**src/core/pmr_regs.svh**
```systemverilog
/*
 * Register map, field positions, reset values and timing figures of the
 * power monitor result datapath.
 * Assumes byte addressing on an APB bus with 32-bit data.
 */
`ifndef PMR_REGS_SVH
`define PMR_REGS_SVH

// Register byte offsets
`define PMR_OFS_CONFIG 8'h00
`define PMR_OFS_CAL 8'h04
`define PMR_OFS_SHUNT 8'h08
`define PMR_OFS_BUS 8'h0C
`define PMR_OFS_TEMP 8'h10
`define PMR_OFS_CURRENT 8'h14
`define PMR_OFS_POWER 8'h18
`define PMR_OFS_STATUS 8'h1C
`define PMR_OFS_ID 8'h20

// Config fields and reset values
`define PMR_CFG_RANGE 0
`define PMR_CFG_CT_LSB 1
`define PMR_CFG_AVG_LSB 4
`define PMR_CFG_EN 7
`define PMR_CFG_RST 8'h8A
`define PMR_STAT_READY 0

// Clock rate in MHz
`define PMR_CLK_MHZ 100

// Conversion times in microseconds
`define PMR_CT0_US 13'h0032
`define PMR_CT1_US 13'h0054
`define PMR_CT2_US 13'h0096
`define PMR_CT3_US 13'h0118
`define PMR_CT4_US 13'h021C
`define PMR_CT5_US 13'h041C
`define PMR_CT6_US 13'h081A
`define PMR_CT7_US 13'h1018

// Averaging as a shift: 1,4,16,64,128,256,512,1024 samples
`define PMR_AVG0_SH 4'h0
`define PMR_AVG1_SH 4'h2
`define PMR_AVG2_SH 4'h4
`define PMR_AVG3_SH 4'h6
`define PMR_AVG4_SH 4'h7
`define PMR_AVG5_SH 4'h8
`define PMR_AVG6_SH 4'h9
`define PMR_AVG7_SH 4'hA

// Arithmetic scaling shifts
`define PMR_CUR_SHIFT 11
`define PMR_PWR_SHIFT 6

`endif

```
**src/core/pmr_pkg.sv**
```systemverilog
/*
 * Types shared by the power monitor result datapath.
 * Assumes pmr_regs.svh for numeric constants.
 */
package pmr_pkg;

    typedef enum logic [2:0] {
        PMR_IDLE = 3'b001,
        PMR_CONV = 3'b010,
        PMR_CALC = 3'b100
    } pmr_seq_type;

    typedef struct packed {
        pmr_seq_type seq;
        logic [7:0] cfg;
        logic [15:0] cal;
        logic [15:0] shunt;
        logic [14:0] bus;
        logic [11:0] temp;
        logic [15:0] current;
        logic [23:0] power;
        logic ready;
        logic signed [25:0] acc_sh;
        logic [24:0] acc_bus;
        logic signed [21:0] acc_tp;
        logic [10:0] navg;
        logic calc_go;
        logic [31:0] prdata;
        logic pready;
        logic pslverr;
    } pmr_top_st_type;

    typedef struct packed {
        logic [19:0] cnt;
        logic done;
    } pmr_tmr_st_type;

    typedef struct packed {
        logic busy;
        logic [15:0] current;
        logic [23:0] power;
        logic done;
    } pmr_calc_st_type;

endpackage

```
**src/core/pmr_calc_if.sv**
```systemverilog
/*
 * Link between the result sequencer and the current/power arithmetic.
 * Assumes both ends run on i_clk_sys; start is a one-cycle pulse.
 */
`timescale 1ns/1ps
interface pmr_calc_if;
    logic start;
    logic [15:0] shunt;
    logic [14:0] bus;
    logic [15:0] cal;
    logic done;
    logic [15:0] current;
    logic [23:0] power;
    modport calc(input start, shunt, bus, cal, output done, current, power);
    modport seq(output start, shunt, bus, cal, input done, current, power);
endinterface

```
**src/core/pmr_conv_timer.sv**
```systemverilog
/*
 * Conversion timer: one-cycle pulse at the end of every conversion.
 * Assumes i_sel comes from a register on the same clock.
 */
`timescale 1ns/1ps
`include "pmr_regs.svh"
module pmr_conv_timer
    import pmr_pkg::*;
#(
    parameter int unsigned P_CYC_PER_US = `PMR_CLK_MHZ
) (
    input wire logic i_clk_sys,
    input wire logic i_reset_n,
    input wire logic i_run,
    input wire logic [2:0] i_sel,
    output logic o_done
);
    pmr_tmr_st_type st, next_st;
    logic [19:0] tgt;
    logic [19:0] h_gap;
    logic h_ok;
    logic [2:0] h_sel;

    // Time in microseconds scaled to clock cycles
    function automatic logic [19:0] conv_cycles(input logic [2:0] s);
        logic [12:0] us;
        case (s)
            3'h0: us = `PMR_CT0_US;
            3'h1: us = `PMR_CT1_US;
            3'h2: us = `PMR_CT2_US;
            3'h3: us = `PMR_CT3_US;
            3'h4: us = `PMR_CT4_US;
            3'h5: us = `PMR_CT5_US;
            3'h6: us = `PMR_CT6_US;
            default: us = `PMR_CT7_US;
        endcase
        return 20'(us * P_CYC_PER_US);
    endfunction

    always_comb begin
        tgt = conv_cycles(i_sel);
        next_st.done = i_run && (st.cnt >= tgt - 20'h00001);
        if (!i_run || next_st.done) begin
            next_st.cnt = 20'h00000;
        end else begin
            next_st.cnt = st.cnt + 20'h00001;
        end
    end

    always_ff @(posedge i_clk_sys or negedge i_reset_n) begin
        if (!i_reset_n) begin
            st <= '0;
        end else begin
            st <= next_st;
        end
    end

    assign o_done = st.done;

    // Gap between pulses, valid only while the selection held still
    always_ff @(posedge i_clk_sys or negedge i_reset_n) begin
        if (!i_reset_n) begin
            h_gap <= 20'h00000;
            h_ok <= 1'b0;
            h_sel <= 3'h0;
        end else begin
            h_sel <= i_sel;
            h_gap <= st.done ? 20'h00001 : h_gap + 20'h00001;
            if (!i_run || i_sel != h_sel) begin
                h_ok <= 1'b0;
            end else if (st.done) begin
                h_ok <= 1'b1;
            end
        end
    end
endmodule

```
**src/core/pmr_calc.sv**
```systemverilog
/*
 * Current and power arithmetic, two cycles from start to done.
 * Assumes shunt, bus and cal hold steady from start until done.
 */
`timescale 1ns/1ps
`include "pmr_regs.svh"
module pmr_calc
    import pmr_pkg::*;
(
    input wire logic i_clk_sys,
    input wire logic i_reset_n,
    pmr_calc_if.calc cif
);
    pmr_calc_st_type st, next_st;
    logic signed [32:0] prod;
    logic signed [32:0] cur_w;
    logic [15:0] mag;
    logic [31:0] pw;

    function automatic logic [15:0] sat16(input logic signed [32:0] v);
        if (v > 33'sh0_0000_7FFF) return 16'h7FFF;
        if (v < -33'sh0_0000_8000) return 16'h8000;
        return v[15:0];
    endfunction

    always_comb begin
        next_st = st;
        next_st.done = 1'b0;
        prod = $signed(cif.shunt) * $signed({1'b0, cif.cal});
        cur_w = prod >>> `PMR_CUR_SHIFT;
        mag = st.current[15] ? 16'(-st.current) : st.current;
        pw = {16'h0000, mag} * {17'h00000, cif.bus};
        if (cif.start) begin
            next_st.current = sat16(cur_w);
            next_st.busy = 1'b1;
        end else if (st.busy) begin
            next_st.power = (pw[31:30] != 2'h0) ? 24'hFFFFFF : pw[29:6];
            next_st.busy = 1'b0;
            next_st.done = 1'b1;
        end
    end

    always_ff @(posedge i_clk_sys or negedge i_reset_n) begin
        if (!i_reset_n) begin
            st <= '0;
        end else begin
            st <= next_st;
        end
    end

    assign cif.done = st.done;
    assign cif.current = st.current;
    assign cif.power = st.power;
endmodule

```
**src/core/pmr_top.sv**
```systemverilog
/*
 * Result datapath of a shunt power monitor: conversion sequencing,
 * averaging, result registers, current/power and an APB slave.
 * Assumes the sample inputs come from modulator logic on i_clk_sys and
 * are valid in the cycle the conversion timer pulses.
 */
// Local design decisions: the placing of the registers and the APB register port.
// Contract
// - Range bit selects shunt scale
// - Shunt and bus results are 16-bit; the bus result holds 15 bits here, its top bit reads 0
// - Bus result never negative, 3.125 mV step
// - Temperature is signed 12-bit, 125 mdegC step
// - Temperature code spans -256 to +255.875 degC
// - Current recomputed per shunt sample; zero cal
// - Power is unsigned 24-bit result
// - Eight selectable conversion times from 50 us
// - Averaging counts; period is time times count
`timescale 1ns/1ps
`include "pmr_regs.svh"
module pmr_top
    import pmr_pkg::*;
#(
    parameter int unsigned P_CYC_PER_US = `PMR_CLK_MHZ,
    parameter logic [15:0] P_ID = 16'h5A0C // Arbitrary identity value
) (
    input wire logic i_clk_sys,
    input wire logic i_reset_n,
    input wire logic i_psel,
    input wire logic i_penable,
    input wire logic i_pwrite,
    input wire logic [7:0] i_paddr,
    input wire logic [31:0] i_pwdata,
    output logic [31:0] o_prdata,
    output logic o_pready,
    output logic o_pslverr,
    input wire logic [15:0] i_adc_shunt,
    input wire logic [14:0] i_adc_bus,
    input wire logic [11:0] i_adc_temp,
    output logic o_range_narrow
);
    localparam pmr_top_st_type ST_RST = '{
        seq: PMR_IDLE,
        cfg: `PMR_CFG_RST,
        default: '0
    };

    pmr_top_st_type st, next_st;
    pmr_calc_if cif();
    logic tmr_done;
    logic [2:0] ct_sel;
    logic [2:0] avg_sel;
    logic [3:0] sh;
    logic [10:0] n_tgt;
    logic enable;
    logic signed [25:0] acc_sh_n;
    logic [24:0] acc_bus_n;
    logic signed [21:0] acc_tp_n;
    logic setup;
    logic xfer;
    logic wr;
    logic rd;
    logic [10:0] h_cnt;
    logic [2:0] h_avg_sel;
    logic h_avg_clean;

    // Every mapped word, read and write alike
    function automatic logic addr_hit(input logic [7:0] a);
        case (a)
            `PMR_OFS_CONFIG, `PMR_OFS_CAL, `PMR_OFS_SHUNT,
            `PMR_OFS_BUS, `PMR_OFS_TEMP, `PMR_OFS_CURRENT,
            `PMR_OFS_POWER, `PMR_OFS_STATUS, `PMR_OFS_ID: return 1'b1;
            default: return 1'b0;
        endcase
    endfunction

    // Averaging count expressed as a power of two
    function automatic logic [3:0] avg_shift(input logic [2:0] s);
        case (s)
            3'h0: return `PMR_AVG0_SH;
            3'h1: return `PMR_AVG1_SH;
            3'h2: return `PMR_AVG2_SH;
            3'h3: return `PMR_AVG3_SH;
            3'h4: return `PMR_AVG4_SH;
            3'h5: return `PMR_AVG5_SH;
            3'h6: return `PMR_AVG6_SH;
            default: return `PMR_AVG7_SH;
        endcase
    endfunction

    // Field taps of the config register
    assign ct_sel = st.cfg[`PMR_CFG_CT_LSB +: 3];
    assign avg_sel = st.cfg[`PMR_CFG_AVG_LSB +: 3];
    assign enable = st.cfg[`PMR_CFG_EN];
    assign sh = avg_shift(avg_sel);
    assign n_tgt = 11'h001 << sh;

    // Timer keeps running through the short arithmetic phase
    pmr_conv_timer #(
        .P_CYC_PER_US(P_CYC_PER_US)
    ) u_tmr (
        .i_clk_sys(i_clk_sys),
        .i_reset_n(i_reset_n),
        .i_run(enable),
        .i_sel(ct_sel),
        .o_done(tmr_done)
    );

    assign cif.start = st.calc_go;
    assign cif.shunt = st.shunt;
    assign cif.bus = st.bus;
    assign cif.cal = st.cal;

    pmr_calc u_calc (
        .i_clk_sys(i_clk_sys),
        .i_reset_n(i_reset_n),
        .cif(cif)
    );

    // Next state: bus slave, config writes, sequencer
    always_comb begin
        next_st = st;
        next_st.calc_go = 1'b0;

        // Running sums: shunt and temperature sign-extended, bus zero-extended
        acc_sh_n = st.acc_sh + {{10{i_adc_shunt[15]}}, i_adc_shunt};
        acc_bus_n = st.acc_bus + {10'h000, i_adc_bus};
        acc_tp_n = st.acc_tp + {{10{i_adc_temp[11]}}, i_adc_temp};

        // APB phases: answer one cycle after setup, no wait beyond it
        setup = i_psel && !i_penable;
        xfer = i_psel && i_penable && st.pready;
        wr = xfer && i_pwrite;
        rd = xfer && !i_pwrite;

        next_st.pready = setup;
        next_st.pslverr = setup && !addr_hit(i_paddr);
        next_st.prdata = 32'h0000_0000;
        if (setup && !i_pwrite) begin
            case (i_paddr)
                `PMR_OFS_CONFIG: next_st.prdata = {24'h000000, st.cfg};
                `PMR_OFS_CAL: next_st.prdata = {16'h0000, st.cal};
                `PMR_OFS_SHUNT: next_st.prdata = {16'h0000, st.shunt};
                // top bit of the bus word reads 0
                `PMR_OFS_BUS: next_st.prdata = {17'h00000, st.bus};
                `PMR_OFS_TEMP: next_st.prdata = {20'h00000, st.temp};
                `PMR_OFS_CURRENT: next_st.prdata = {16'h0000, st.current};
                `PMR_OFS_POWER: next_st.prdata = {8'h00, st.power};
                `PMR_OFS_STATUS: next_st.prdata = {31'h00000000, st.ready};
                `PMR_OFS_ID: next_st.prdata = {16'h0000, P_ID};
                default: next_st.prdata = 32'h0000_0000;
            endcase
        end

        // Register writes take effect at the completing edge only
        // range bit steers the front-end gain
        if (wr && i_paddr == `PMR_OFS_CONFIG) begin
            next_st.cfg = i_pwdata[7:0];
        end
        if (wr && i_paddr == `PMR_OFS_CAL) begin
            next_st.cal = i_pwdata[15:0];
        end

        // Clear only a flag the reader actually saw; a later set wins
        if (rd && i_paddr == `PMR_OFS_STATUS && st.prdata[0]) begin
            next_st.ready = 1'b0;
        end

        case (st.seq)
            PMR_IDLE: begin
                // Stopping drops any partial average
                next_st.acc_sh = '0;
                next_st.acc_bus = '0;
                next_st.acc_tp = '0;
                next_st.navg = 11'h000;
                if (enable) begin
                    next_st.seq = PMR_CONV;
                end
            end
            PMR_CONV: begin
                if (!enable) begin
                    next_st.seq = PMR_IDLE;
                end else if (tmr_done) begin
                    if (st.navg + 11'h001 >= n_tgt) begin
                        next_st.shunt = 16'(acc_sh_n >>> sh);
                        next_st.bus = 15'(acc_bus_n >> sh);
                        next_st.temp = 12'(acc_tp_n >>> sh);
                        next_st.acc_sh = '0;
                        next_st.acc_bus = '0;
                        next_st.acc_tp = '0;
                        next_st.navg = 11'h000;
                        next_st.calc_go = 1'b1;
                        next_st.seq = PMR_CALC;
                    end else begin
                        next_st.acc_sh = acc_sh_n;
                        next_st.acc_bus = acc_bus_n;
                        next_st.acc_tp = acc_tp_n;
                        next_st.navg = st.navg + 11'h001;
                    end
                end
            end
            PMR_CALC: begin
                // Pulses here go uncounted; every conversion is far longer
                // derived results follow the new shunt value
                if (cif.done) begin
                    next_st.current = cif.current;
                    next_st.power = cif.power;
                    next_st.ready = 1'b1;
                    next_st.seq = enable ? PMR_CONV : PMR_IDLE;
                end
            end
            default: begin
                next_st.seq = PMR_IDLE;
            end
        endcase
    end

    // State register
    always_ff @(posedge i_clk_sys or negedge i_reset_n) begin
        if (!i_reset_n) begin
            st <= ST_RST;
        end else begin
            st <= next_st;
        end
    end

    // Outputs straight from the state register
    assign o_prdata = st.prdata;
    assign o_pready = st.pready;
    assign o_pslverr = st.pslverr;
    assign o_range_narrow = st.cfg[`PMR_CFG_RANGE];

    // Conversions seen since the last publish, for checking only
    always_ff @(posedge i_clk_sys or negedge i_reset_n) begin
        if (!i_reset_n) begin
            h_cnt <= 11'h000;
        end else if (st.calc_go || st.seq == PMR_IDLE) begin
            h_cnt <= 11'h000;
        end else if (tmr_done && st.seq == PMR_CONV) begin
            h_cnt <= h_cnt + 11'h001;
        end
    end

    // Averaging choice untouched while samples were gathered
    // A change mid-average is legal, so that window is not checked
    always_ff @(posedge i_clk_sys or negedge i_reset_n) begin
        if (!i_reset_n) begin
            h_avg_sel <= 3'h0;
            h_avg_clean <= 1'b0;
        end else begin
            h_avg_sel <= avg_sel;
            if (st.seq == PMR_CONV && avg_sel != h_avg_sel) begin
                h_avg_clean <= 1'b0;
            end else if (st.calc_go || st.seq == PMR_IDLE) begin
                h_avg_clean <= 1'b1;
            end
        end
    end
endmodule

```
**config.mk**
```make
export PLATFORM = sky130hd
export DESIGN_NAME = pmr_top
export DESIGN_NICKNAME = d
export VERILOG_FILES = /design/src/core/pmr_pkg.sv /design/src/core/pmr_calc_if.sv /design/src/core/pmr_conv_timer.sv /design/src/core/pmr_calc.sv /design/src/core/pmr_top.sv
export VERILOG_INCLUDE_DIRS = /design/src /design/src/core
export SDC_FILE = /design/constraint.sdc
export NUM_CORES = 2
export LEC_CHECK = 0
export BUFFER_PORTS_ARGS = -buffer_cell sky130_fd_sc_hd__buf_2
export CAP_MARGIN = 20
export CORE_MARGIN = 3
export CORE_UTILIZATION = 45
export CTS_CLUSTER_SIZE = 30
export DETAILED_ROUTE_END_ITERATION = 12
export GPL_TIMING_DRIVEN = 0
export SYNTH_ARGS = -nofsm -noshare
export SYNTH_HDL_FRONTEND = slang
export SYNTH_SLANG_ARGS = --single-unit
```
**constraint.sdc**
```tcl
create_clock -name i_clk_sys -period 7.56 [get_ports i_clk_sys]
set_input_delay 0.756 -clock i_clk_sys [delete_from_list [all_inputs] [get_ports i_clk_sys]]
set_output_delay 0.756 -clock i_clk_sys [all_outputs]
set_load 0.02 [all_outputs]
```
Word level (Yosys, flattened, before mapping)
Cells that the tools add are included.

storage, ports and cells
  flip-flop bits (word level) = 293
  output and inout port bits = 35
  input bits = 88
  word-level logic and storage cells = 134

cells by class
  shift operators = 4
  bitwise operators = 1
  add/subtract/negate cells = 7
  reductions and logical operators = 27
  multiplexer cells = 36
  multiply operators = 3
  equal/unequal tests = 29
  magnitude comparators = 4

operators with widths
  kind                                                          number
  one-hot mux 24 bit (9 select lines)                           1
  two-way mux 85 bit                                            2
  one-hot mux 84 bit (2 select lines)                           1
  one-hot mux 13 bit (7 select lines)                           1
  two-way mux 84 bit                                            1
  two-way mux 16 bit                                            5
  two-way mux 24 bit                                            2
  multiplier 16 x 17 -> 33 bit                                  1
  == test 8 x 5 -> 1 bit, second input constant                 4
  multiplier 16 x 15 -> 31 bit                                  1
  one-hot mux 4 bit (7 select lines)                            1
  adder 26 bit                                                  1
  >>> shifter 26 x 4 -> 16 bit                                  1
  adder 25 x 15 -> 25 bit                                       1
  >> shifter 25 x 4 -> 15 bit                                   1
  adder 22 bit                                                  1
  > comparator 22 x 16 -> 1 bit, second input constant          1
  less-than comparator 22 x 16 -> 1 bit, second input constant  1
  >>> shifter 22 x 4 -> 12 bit                                  1
  == test 3 bit, second input constant                          7
  adder 20 x 1 -> 20 bit, second input constant                 1
  greater-or-equal comparator 20 bit                            1
  two-way mux 20 bit                                            1
  subtractor 20 x 1 -> 20 bit, second input constant            1
  other kinds (29)                                              72

Logic depth before layout (Yosys ltp)
  word-level depth = 8
  mapped depth = 30
  depth with buffers taken out = 28

Hierarchy
From an unflattened synthesis, not the netlist that was laid out.

unflattened totals
  cell total of the unflattened synthesis = 4231
  area, all modules = 37359.6 um2

modules (own cells, without submodules)
  module          sequential area each (um2)  cells each  times used  area an instance (um2)
  pmr_calc        1051.0                      2057        1           18355.1
  pmr_top         5560.3                      1851        1           16258.1
  pmr_conv_timer  525.5                       323         1           2746.4

Worst setup path after synthesis
OpenSTA, ideal clock, no wires.

  path kind = register to register
  from = reg u_calc.st, in the netlist u_calc.cif.current[4]
  to = reg u_calc.st, in the netlist u_calc.cif.power[18]
  required time = 7.439 ns
  stages on the path, launching flop included = 25
  period minus slack after synthesis = 7.555 ns
  setup time = 0.121 ns
  arrival time = 7.434 ns
  buffers on the path = 1
  setup slack = 0.005 ns
  cells stage by stage = dfrtp_1 or4_1 or3_1 or2_1 nor4_1 clkbuf_1 and2_1 fa_1 fa_1 inv_1 fa_1 inv_1 fa_1 fa_1 fa_1 ha_1 a21o_1 a21o_1 or3_1 o211ai_4 nand3b_4 a31oi_4 xor2_4 nand2_2 o22a_1

on the way
  longest elaborated chain between the ends = 4

ends and longest elaborated chain
  item                            line            source
  start: declaration              pmr_calc.sv:14  pmr_calc_st_type st, next_st;
  start signal: assignment        pmr_calc.sv:47  st <= next_st;
  negator 16 bit                  pmr_calc.sv:31  mag = st.current[15] ? 16'(-st.current) : st.current;
  two-way mux 16 bit *            pmr_calc.sv:31
  multiplier 16 x 15 -> 31 bit *  pmr_calc.sv:32  pw = {16'h0000, mag} * {17'h00000, cif.bus};
  two-way mux 24 bit *            pmr_calc.sv:37  next_st.power = (pw[31:30] != 2'h0) ? 24'hFFFFFF : pw[29:6];

Every way passes the cells marked *; elsewhere a longest branch is shown, timed or not.
A chain may end at the register's enable or synchronous reset.

Worst setup path after layout
  from = reg u_calc.st, in the netlist u_calc.cif.current[4]
  to = reg u_calc.st, in the netlist u_calc.cif.power[2]

Same word-level chain as after synthesis.

==> impl_metrics.csv <==
group,metric,value,unit
routing,drc,0,
setup_path,crit_family,"adder cells",
setup_path,cp_num_buf_inv,4,
power,max-vdd-ir-drop,0.000189,V
die,core.rowCount,102,
power,total_power,3.80,mW
die,die_area,82700,um2
sta,worst_pin_slew,1.12,ns
worst_hold_path,min-delay-path-class,"primary input to async pin",
die,fp.dieH,288,um
logic_synthesis,ys_warn_count,0,
setup_path,critPathLaunchType,"flop",
layout,syn2layout_area_growth,12.4,%
layout,drive_gt1_share,12.2,%
layout,num-nets-final,5028,
outcome,status,"finished with violations",
routing,drt_iter0_markers,2369,
routing,viasPerCell,5.71,
sta,max_freq,129,MHz
setup_path,slowest_stage,"fa_1",
routing,ant_nets,0,
sta,period_needed,7.75,ns
die,pin_count,123,
routing,vias,30200,
logic_synthesis,synth_cells,4009,
setup_path,crit_path_frequent_cell,"fa_1",
cts,cts.sinks,285,
sta,tns,-3.85,ns
setup_path,cp-end-kind,"flop",
logic_synthesis,yosysMostFrequentCell,"nand2_1",
run,maxCapViolations,0,
layout,fin_area,40100,um2
sta,worst_slack,-0.193,ns
setup_path,worst-setup-path-type,"flop to flop",
setup_path,critical_path_peak_fanout,6,
logic_synthesis,yosysTopAreaCell,"fa_1",
placement,dp_hpwl,93.1,mm
setup_path,worstPathArrival,8.16,ns
cts,htree_levels,2,
routing,wl_per_cell,22.6,um
sta,setup_violations,24,
sta,hold_viol_final,0,
logic_synthesis,synth-async-reset-ratio,100,%
die,die_width,288,um
setup_path,critPathMaxStageDelay,0.57,ns
global_routing,grt_max_degree,99,
sta,relSlewSlack,24.9,%
die,core,78000,um2
placement,routabilityCongestion,1.02,
logic_synthesis,synth_commonest_cells,"nand2_1, inv_1, fa_1",
cts,insertion_delay,0.58,ns
outcome,failed_checks,"setup timing",
logic_synthesis,netlist_area,35700,um2
placement,placed_cell_area,37600,um2
power,leakage,19.4,nW
logic_synthesis,synth_cell_types,98,
sta,slew_viol_final,0,
logic_synthesis,synth_seq_cells,285,
global_routing,antenna_found_initial,4,
global_routing,grt_pass1_vias,30600,
sta,finalClockSkew,0.0258,ns
die,start_util,45.7,%
logic_synthesis,synth_edf_count,0,
logic_synthesis,avgSynthCellArea,8.90,um2
cts,clkTransAtPathRegs,0.06,ns
logic_synthesis,ys.flop_type,"dfrtp_1",
routing,firstDrtPassIters,8,
sta,rsz0062_at_grt,"yes",
global_routing,grt_usage,29.2,%
global_routing,grt_pass1_wl,185,mm
cts,cts_tree,"built",
cts,cts_buffers,35,
logic_synthesis,synthTopCellsByArea,"fa_1, dfrtp_1, ha_1, nand2_1, inv_1",
setup_path,crit_required,7.96,ns
placement,io_buffers,98,
cts,clockRootBuffer,"clkbuf_16",
global_routing,grt_overflow,0,
logic_synthesis,yosysTopAreaCellShare,21.3,%
sta,finalCritPeriodShare,103,%
cts,cts_buffer_depth,3,
routing,routed_wl,120,mm
power,power_density,94.6,nW/um2
cts,cts_hold_buffers,0,
logic_synthesis,yosysSeqAreaShare,20.0,%
==> timing repair <==
item | CTS | global route
setup buffers | 30 | 44
pin swaps | 20 | 21
setup endpoints to repair | 39 | 39
gates resized for setup | 120 | 95
cloned | 1 | 0
==> cell families (layout without fill, tap and decap cells) <==
logic type | after synthesis | in the layout | synth area share (%)
AO/OA/AOI/OAI | 780 | 780 | 15.1
XOR/XNOR | 154 | 154 | 3.83
adder cells (fa/ha/maj) | 709 | 709 | 32.8
buffers and inverters | 715 | 952 | 7.97
flip-flops | 285 | 285 | 20.0
multiplexers | 115 | 115 | 3.78
other | 2 | 17 | 0.0211
AND/OR/NAND/NOR | 1249 | 1249 | 16.5
==> placed cells by master, fill, tap and decap left out, types with 69 or more instances in the layout <==
cell type / netlist / final
nor2_1: 265 / 263
and2_1: 226 / 223
dfrtp_1: 281 / 249
nand2_1: 489 / 488
inv_1: 483 / 481
ha_1: 330 / 327
clkbuf_1: 166 / 125
a21oi_1: 174 / 174
mux2_2: 69 / 69
o21ai_0: 148 / 147
fa_1: 379 / 378
buf_2: 4 / 105
buf_4: 33 / 105
xnor2_1: 91 / 77
==> routing by layer <==
metal / GRT usage, % / share of wire [%] / vias up
li1: - / - / 13900
met1: 40.6 / 44 / 14900
met2: 46.3 / 45 / 1164
met3: 4.86 / 7.7 / 258
met4: 9.85 / 3.7 / 2
met5: 0 / 0.011 / -
==> stage by stage <==
stage	instances	util [%]	setup WS, ns	hold slack, ns
after global routing	5298	51.4	-0.387	0.220
after global placement	5159	48.1	-1.88	0.449
after detailed placement	5166	48.3	-1.49	0.449
final	5301	51.4	-0.193	0.196
after floorplan	4021	-	0.00523	0.365
after CTS	5257	50.7	-0.228	0.231
==> layout make-up <==
| type | count | area, um2 |
|---|---|---|
| Tap cell | 1040 | 1300 |
| Inverter | 486 | 1830 |
| Buffer | 222 | 1150 |
| Clock inverter | 15 | 193 |
| Antenna cell | 3 | 7.51 |
| Clock buffer | 49 | 1010 |
| Timing Repair Buffer | 180 | 1180 |
| Fill cell | 7377 | 37900 |
| Sequential cell | 285 | 7180 |
| Multi-Input combinational cell | 3021 | 26300 |
==> flip-flops by register name, summed over array words and instances (netlist names) <==
name / flops
o_pslverr: 1
cif.shunt: 16
cif.bus: 15
u_calc.cif.current: 16
u_calc.cif.done: 1
st: 140
o_pready: 1
enable: 1
ct_sel: 3
avg_sel: 3
u_tmr.st: 20
u_tmr.o_done: 1
u_calc.st: 1
u_calc.cif.power: 24
cif.start: 1
cif.cal: 16
o_prdata: 24
o_range_narrow: 1
==> worst paths after layout <==
path	start	endpoint	slack, ns	cells after the start
max	u_calc.cif.current[4]	u_calc.cif.power[2]	-0.19	25
min	i_reset_n	o_prdata[16]	0.20	1
max reg2reg	u_calc.cif.current[4]	u_calc.cif.power[2]	-0.19	25
min reg2reg	cif.start	u_calc.st[41]	0.46	0
max in group asynchronous	i_reset_n	cif.cal[10]	5.87	3
min in group i_clk_sys	i_pwdata[15]	cif.cal[15]	0.41	2
==> where the power goes <==
group,internal [mW],switching (mW)
logic,0.141,0.264
registers,1.54,0.0263
clock network,1.05,0.767
total,2.74,1.06
No activity file was read; power rests on OpenSTA's default activity.
